[src/logic/sram_host_defines.vh]
`ifndef SRAM_HOST_DEFINES_VH
`define SRAM_HOST_DEFINES_VH

// Clock period in picoseconds (25 MHz)
`define CLK_PERIOD_PS 40000
// Slowest grade access time, ns
`define READ_LATENCY_LIMIT_NS 150
// Least cycles covering the access time, rounded up
`define READ_LATENCY_CYC ((`READ_LATENCY_LIMIT_NS * 1000 + `CLK_PERIOD_PS - 1) / `CLK_PERIOD_PS)
// Write pulse width, slowest grade, ns
`define WRITE_PULSE_NS 100
`define WRITE_PULSE_CYC ((`WRITE_PULSE_NS * 1000 + `CLK_PERIOD_PS - 1) / `CLK_PERIOD_PS)
// Write recovery, ns
`define STROBE_RECOVERY_GAP_NS 15
`define STROBE_RECOVERY_CYC ((`STROBE_RECOVERY_GAP_NS * 1000 + `CLK_PERIOD_PS - 1) / `CLK_PERIOD_PS)
// Output turn-off after write strobe falls, ns
`define OUTPUT_TURNOFF_DELAY_NS 50
`define OUTPUT_TURNOFF_CYC ((`OUTPUT_TURNOFF_DELAY_NS * 1000 + `CLK_PERIOD_PS - 1) / `CLK_PERIOD_PS)
// Power-up lockout, ms (longest figure so the host waits it out)
`define POWER_UP_LOCKOUT_TIME_MS 120
// 25000 cycles per ms
`define POWER_UP_LOCKOUT_CYC (`POWER_UP_LOCKOUT_TIME_MS * 25000)

`define ADDR_W 15
`define DATA_W 8

`endif

[src/logic/sram_host.v]
// Behaviour
// Read when write strobe high, select low
// 15-bit address picks one byte
// Data valid after access time
// Write when strobe and select low
// Write starts at later falling edge
// Write ends at earlier rising edge
// Address steady through write cycle
// Strobe high recovery gap between cycles
// Output gate high during writes
// Device outputs off after strobe falls
// Device blocks writes below threshold
// Below threshold inputs ignored, outputs float
// Traffic only once supply above 4.5 V
// Writes blocked 40 to 120 ms after power-up
// Select after strobe keeps outputs floating
// Select or strobe high while address changes
// Select high floats bus, standby
`timescale 1ns/1ps
`default_nettype none
`include "sram_host_defines.vh"
module sram_host #(
   parameter integer LOCKOUT_CYC = `POWER_UP_LOCKOUT_CYC
) (
   input wire mclk_i,
   input wire arst_n_i,
   input wire supply_ok_i,
   input wire req_valid_i,
   input wire req_write_i,
   input wire [`ADDR_W-1:0] req_addr_i,
   input wire [`DATA_W-1:0] req_wdata_i,
   output wire req_ready_o,
   output reg rsp_valid_o,
   output reg [`DATA_W-1:0] rsp_rdata_o,
   output wire link_ready_o,
   output reg [`ADDR_W-1:0] byte_address_o,
   output reg chip_sel_n_o,
   output reg write_strobe_n_o,
   output reg output_gate_n_o,
   input wire [`DATA_W-1:0] data_bus_i,
   output reg [`DATA_W-1:0] data_bus_o,
   output reg data_bus_oe_o
);
   localparam [2:0] ST_IDLE = 3'h0;
   localparam [2:0] ST_RD = 3'h1;
   localparam [2:0] ST_WR = 3'h2;
   localparam [2:0] ST_REC = 3'h3;
   localparam [2:0] ST_SETUP = 3'h4;
   localparam [31:0] RD_CYC_W = `READ_LATENCY_CYC;
   localparam [31:0] WR_CYC_W = `WRITE_PULSE_CYC;
   localparam [31:0] REC_CYC_W = `STROBE_RECOVERY_CYC;
   // Eight bits suffice even for the slowest grade
   localparam [7:0] RD_CYC = RD_CYC_W[7:0];
   localparam [7:0] WR_CYC = WR_CYC_W[7:0];
   localparam [7:0] REC_CYC = REC_CYC_W[7:0];

   reg sup_s1_r, sup_s2_r;
   reg [`DATA_W-1:0] dq_s1_r, dq_s2_r;
   reg [2:0] state_r;
   reg [7:0] cnt_r;
   reg wr_r;
   wire ready;
   wire supply_lost;
   reg [2:0] state_nxt;
   reg [7:0] cnt_nxt;
   reg wr_nxt;
   reg rsp_valid_nxt;
   reg [`DATA_W-1:0] rsp_rdata_nxt;
   reg [`ADDR_W-1:0] addr_nxt;
   reg cs_n_nxt;
   reg we_n_nxt;
   reg og_n_nxt;
   reg [`DATA_W-1:0] dout_nxt;
   reg oe_nxt;

   // One end-of-count test shared by every timed phase
   function cnt_done;
      input [7:0] value;
      begin
         cnt_done = (value == 8'h00);
      end
   endfunction

   // Supply flag and data bus come from off-chip
   always @(posedge mclk_i or negedge arst_n_i) begin
      if (!arst_n_i) begin
         sup_s1_r <= 1'b0;
         sup_s2_r <= 1'b0;
         dq_s1_r <= 8'h00;
         dq_s2_r <= 8'h00;
      end else begin
         sup_s1_r <= supply_ok_i;
         sup_s2_r <= sup_s1_r;
         dq_s1_r <= data_bus_i;
         dq_s2_r <= dq_s1_r;
      end
   end

   // Host waits out the longest lockout after supply is good
   lockout_timer #(.COUNT(LOCKOUT_CYC)) u_lock (
      .mclk_i(mclk_i),
      .arst_n_i(arst_n_i),
      .supply_ok_i(sup_s2_r),
      .ready_o(ready)
   ); // see

   // Synced flag drops a cycle before the lockout flag, so pins release without lag
   assign supply_lost = !ready || !sup_s2_r;
   assign link_ready_o = ready;
   assign req_ready_o = !supply_lost && (state_r == ST_IDLE);

   always @* begin
      state_nxt = state_r;
      cnt_nxt = cnt_r;
      wr_nxt = wr_r;
      rsp_valid_nxt = 1'b0;
      rsp_rdata_nxt = rsp_rdata_o;
      addr_nxt = byte_address_o;
      cs_n_nxt = chip_sel_n_o;
      we_n_nxt = write_strobe_n_o;
      og_n_nxt = output_gate_n_o;
      dout_nxt = data_bus_o;
      oe_nxt = data_bus_oe_o;
      case (state_r)
         ST_IDLE: begin
            cs_n_nxt = 1'b1;
            we_n_nxt = 1'b1;
            og_n_nxt = 1'b1;
            oe_nxt = 1'b0;
            if (req_valid_i && !supply_lost) begin
               // Address changes only while select is high
               addr_nxt = req_addr_i; // see
               wr_nxt = req_write_i;
               dout_nxt = req_wdata_i;
               state_nxt = ST_SETUP;
            end
         end
         ST_SETUP: begin
            // Address settled a cycle before select falls
            cs_n_nxt = 1'b0;
            if (wr_r) begin
               // Strobe and select fall together, outputs stay off
               we_n_nxt = 1'b0; // see see see
               og_n_nxt = 1'b1;
               oe_nxt = 1'b1;
               cnt_nxt = WR_CYC;
               state_nxt = ST_WR;
            end else begin
               we_n_nxt = 1'b1;
               og_n_nxt = 1'b0;
               // Two extra cycles cover the input synchroniser
               cnt_nxt = RD_CYC + 8'h02;
               state_nxt = ST_RD;
            end
         end
         ST_RD: begin
            if (cnt_done(cnt_r)) begin
               rsp_rdata_nxt = dq_s2_r;
               rsp_valid_nxt = 1'b1;
               cs_n_nxt = 1'b1;
               og_n_nxt = 1'b1;
               cnt_nxt = REC_CYC;
               state_nxt = ST_REC;
            end else begin
               cnt_nxt = cnt_r - 8'h01;
            end
         end
         ST_WR: begin
            // Address and data held throughout the pulse
            if (cnt_done(cnt_r)) begin
               // Strobe and select rise together; data held one more cycle
               we_n_nxt = 1'b1; // see
               cs_n_nxt = 1'b1;
               rsp_valid_nxt = 1'b1;
               cnt_nxt = REC_CYC;
               state_nxt = ST_REC;
            end else begin
               cnt_nxt = cnt_r - 8'h01;
            end
         end
         ST_REC: begin
            oe_nxt = 1'b0;
            if (cnt_done(cnt_r)) begin
               state_nxt = ST_IDLE;
            end else begin
               cnt_nxt = cnt_r - 8'h01;
            end
         end
         default: begin
            state_nxt = ST_IDLE;
         end
      endcase
      // Supply lost: abandon and release pins, device ignores them anyway
      if (supply_lost) begin
         state_nxt = ST_IDLE; // see
         cs_n_nxt = 1'b1;
         we_n_nxt = 1'b1;
         og_n_nxt = 1'b1;
         oe_nxt = 1'b0;
      end
   end

   always @(posedge mclk_i or negedge arst_n_i) begin
      if (!arst_n_i) begin
         state_r <= ST_IDLE;
         cnt_r <= 8'h00;
         wr_r <= 1'b0;
         rsp_valid_o <= 1'b0;
         rsp_rdata_o <= 8'h00;
         byte_address_o <= 15'h0000;
         chip_sel_n_o <= 1'b1;
         write_strobe_n_o <= 1'b1;
         output_gate_n_o <= 1'b1;
         data_bus_o <= 8'h00;
         data_bus_oe_o <= 1'b0;
      end else begin
         state_r <= state_nxt;
         cnt_r <= cnt_nxt;
         wr_r <= wr_nxt;
         rsp_valid_o <= rsp_valid_nxt;
         rsp_rdata_o <= rsp_rdata_nxt;
         byte_address_o <= addr_nxt;
         chip_sel_n_o <= cs_n_nxt;
         write_strobe_n_o <= we_n_nxt;
         output_gate_n_o <= og_n_nxt;
         data_bus_o <= dout_nxt;
         data_bus_oe_o <= oe_nxt;
      end
   end
endmodule
`default_nettype wire

[src/logic/lockout_timer.v]
`timescale 1ns/1ps
`default_nettype none
module lockout_timer #(
   parameter integer COUNT = 3000000
) (
   input wire mclk_i,
   input wire arst_n_i,
   input wire supply_ok_i,
   output wire ready_o
);
   reg [31:0] cnt_r;
   reg done_r;
   always @(posedge mclk_i or negedge arst_n_i) begin
      if (!arst_n_i) begin
         cnt_r <= 32'h00000000;
         done_r <= 1'b0;
      end else if (!supply_ok_i) begin
         // Any dip restarts the full wait
         cnt_r <= 32'h00000000;
         done_r <= 1'b0;
      end else if (!done_r) begin
         if (cnt_r >= COUNT - 1)
            done_r <= 1'b1;
         else
            cnt_r <= cnt_r + 32'h00000001;
      end
   end
   assign ready_o = done_r;
endmodule
`default_nettype wire

[config.mk]
export PLATFORM = sky130hd
export DESIGN_NAME = sram_host
export DESIGN_NICKNAME = d
export VERILOG_FILES = /design/src/logic/sram_host.v /design/src/logic/lockout_timer.v
export VERILOG_INCLUDE_DIRS = /design/src /design/src/logic
export SDC_FILE = /design/constraint.sdc
export NUM_CORES = 1
export LEC_CHECK = 0
export ABC_AREA = 1
export BUFFER_PORTS_ARGS = -buffer_cell sky130_fd_sc_hd__buf_2
export CAP_MARGIN = 10
export CORE_ASPECT_RATIO = 0.5
export CORE_UTILIZATION = 35
export DETAILED_ROUTE_END_ITERATION = 6
export SLEW_MARGIN = 30
export SYNTH_ARGS = -nofsm -noshare
export SYNTH_HDL_FRONTEND = slang
export SYNTH_SLANG_ARGS = --single-unit
[constraint.sdc]
create_clock -name mclk_i -period 1.4 [get_ports mclk_i]
set_input_delay 0.21 -clock mclk_i [delete_from_list [all_inputs] [get_ports mclk_i]]
set_output_delay 0.21 -clock mclk_i [all_outputs]
set_load 0.01 [all_outputs]
==> results.ini <==
[timing]
timing.final.hold_violations = 0
fin_setup_tns_ps = -7990
fin_worst_skew_ps = 11.0
setup_violations = 74
max_clock_freq_ghz = 0.630
slew_headroom_pct = 77.1
fin_crit_ps = 1590
worst_pin_slew_ps = 344
fin_ws_ps = -188
slew_viol_final = 0
rsz0062_at_grt = yes
post-route-period-util_pct = 113

[placed_design]
place_congestion = 0.823
port_buffers = 73
postPlaceCellArea_um2 = 5850
dpl.hpwl_mm = 7.52
dp.cells = 830
pre_cts_ws_ps = -202

[critical_path]
cpPeakStageDelay_ps = 410
arrival_ps = 1830
required_ps = 1640
path_cells = ha_4 > nand3_4 > o21bai_4 > nand2_1 > nand2_1 > nand2_2 > nand3_4 > buf_6 > nand2_8 > nand2_1 > nand2_1
crit_slowest_cell = dfrtp_1
crit_top_cell = nand2_1
crit_type = register to register
worstSetupEndpointType = register
critPathLaunchType = register
worstPathMaxFanout = 8

[cells_and_area]
diodes = 0
stdcell_area_um2 = 7010
final_nets = 746
layout_commonest_cell = nand2_1
layout_common_cells = nand2_1, dfrtp_1, buf_4
areaGrowthSynthToFinish_pct = 50.7
stdcell_count = 882
drive_above_1_share_pct = 45.4

[yosys]
synth_simple_gate_area_share_pct = 25.1
syn_nets = 552
syn-cell-area_um2 = 4650
synth_top_family_by_area = simple AND/OR/NAND/NOR gates
synth_edf_count = 0
synth-main-ff-cell = dfrtp_1
synth_adder_area_share_pct = 0.806
syn_inst = 513
async_flop_share_pct = 100
synth-xor-area-share_pct = 2.45
yosysUniqueCellTypes = 36
synth_area_per_cell_um2 = 9.07
synth_compound_area_share_pct = 3.92
ys_ff_latch = 99
seq_area_frac_synth_pct = 53.3
yosys_warnings = 0
synth_mux_area_share_pct = 7.50

[grt]
grt_overflow = 0
grt_max_degree = 31
track_usage_pct = 16.3
grt_pass1_wl_mm = 18.0
grt_antenna_before_repair = 0
grt_pass1_vias = 3907

[clock_network]
cts_sinks = 99
cts_root_buf = clkbuf_16
path_clk_slew_ps = 70
htree_levels = 3
cts_buffers = 9
worstSkewPairLatency_ps = 350
clockBufferDepth = 2
cts_tree = done

[route]
antenna_left = 0
drc = 0
wl_per_cell_um = 13.3
drt_iter0_drc = 205
vias_per_cell = 4.62
firstDrtPassIters = 4
dr_total_vias = 4077
wirelength_mm = 11.7

[power]
p_per_area_nw_per_um2 = 811
leakage_nw = 3.55
vdd_drop_max_v = 0.000601

[die]
rows = 29
coreArea_um2 = 12800
die_h_um = 83.5
die_area_um2 = 13800
start_util_pct = 36.3
die_w_um = 165
ioPinCount = 74

[job]
cap_viol_max_count = 0

[outcome]
failed_checks = setup timing
status = finished with violations

[hold_path]
hp-class = primary input to register

==> layer usage <==
| metal | vias to the layer above | share of wire (%) | track usage, % |
|---|---|---|---|
| met2 | 60 | 50 | 27.6 |
| met1 | 1973 | 46 | 20.9 |
| li1 | 2030 | - | - |
| met5 | - | 0 | 0 |
| met4 | 0 | 1.3 | 5.17 |
| met3 | 14 | 2.6 | 3.13 |
==> power by group <==
part	internal (W)	leakage (nW)	switching, W
sequential	0.00289	1.32	0.0000164
combinational	0.000111	2.08	0.000134
clock	0.00128	0.150	0.00125
total	0.00429	3.55	0.00140
==> sequential cells by signal, indices dropped and copies added, names as in the netlist, 3 cells and up <==
| register | count |
|---|---|
| u_lock.cnt_r | 32 |
| byte_address_o | 15 |
| cnt_r | 8 |
| data_bus_o | 8 |
| dq_s1_r | 8 |
| dq_s2_r | 8 |
| rsp_rdata_o | 8 |
| state_r | 3 |
==> worst paths after layout <==
kind / startpoint / endpoint / slack [ps] / cells after the start
min in group asynchronous: arst_n_i / dq_s1_r[5] / 300 / 2
max reg2reg: u_lock.cnt_r[1] / u_lock.cnt_r[19] / -190 / 11
min reg2reg: dq_s1_r[2] / dq_s2_r[2] / 350 / 0
min: req_addr_i[14] / byte_address_o[14] / 90 / 2
max: u_lock.cnt_r[1] / u_lock.cnt_r[19] / -190 / 11
max in group asynchronous: arst_n_i / byte_address_o[6] / 600 / 3
==> cell type report <==
| class | instances | area [um^2] |
|---|---|---|
| clock inverter | 7 | 76.3 |
| timing repair buffer | 194 | 1460 |
| inverter | 54 | 208 |
| multi-input combinational | 349 | 2350 |
| sequential | 99 | 2480 |
| fill | 1115 | 5790 |
| clock buffer | 9 | 225 |
| tap | 170 | 213 |
==> kinds of logic after synthesis <==
kind of cell,after synthesis
and+or+nand+nor,270
AOI/OAI and AO/OA,29
muxes,31
DFF,99
buffers and inverters,68
xor gates and xnor gates,13
adders and majority gates,3
==> cell usage after synthesis, types with 2 or more instances <==
library cell | instances | area (um^2)
inv_1 | 52 | 195
dfrtp_1 | 96 | 2400
nor3_1 | 8 | 40.0
nand4_1 | 2 | 12.5
buf_6 | 8 | 90.1
xnor2_1 | 3 | 26.3
mux2_2 | 14 | 158
nor2_1 | 74 | 278
buf_4 | 2 | 15.0
nand2_2 | 4 | 25.0
nand2_1 | 125 | 469
o21ai_0 | 12 | 60.1
clkbuf_1 | 3 | 11.3
ha_1 | 3 | 37.5
a21oi_1 | 5 | 25.0
o21ai_1 | 2 | 10.0
xor2_1 | 10 | 87.6
mux2_1 | 17 | 191
nand3_1 | 44 | 220
o2111ai_1 | 5 | 43.8
nor2_2 | 6 | 37.5
dfstp_2 | 3 | 78.8
inv_2 | 2 | 7.51
==> repair_timing <==
action,in CTS,in global routing
cloned,0,5
hold buffers,10,0
buffers inserted,10,13
pin swaps,11,24
hold endpoints to repair,27,0
gates resized for setup,56,72
endpoints found under the setup margin,75,76
==> worst max-delay path, delay by kind of cell, from the launching register on <==
family / cells / cell delay, ps
simple gates: 8 / 620
flops: 1 / 410
fa+ha+maj: 1 / 170
buf+inv: 1 / 140
compound gates: 1 / 130
==> through the flow <==
| step | util (%) | power (W) | hold WS, ps |
|---|---|---|---|
| after global placement | 45.7 | 0.00315 | 138 |
| after CTS | 51.0 | 0.00575 | 61.0 |
| final | 54.8 | 0.00569 | 88.7 |
| after detailed placement | 45.7 | 0.00316 | 143 |
| after global routing | 54.8 | 0.00587 | 82.5 |
| after floorplan | - | 0.00300 | -85.6 |
Note: power is estimated with default switching activity, not from simulation.
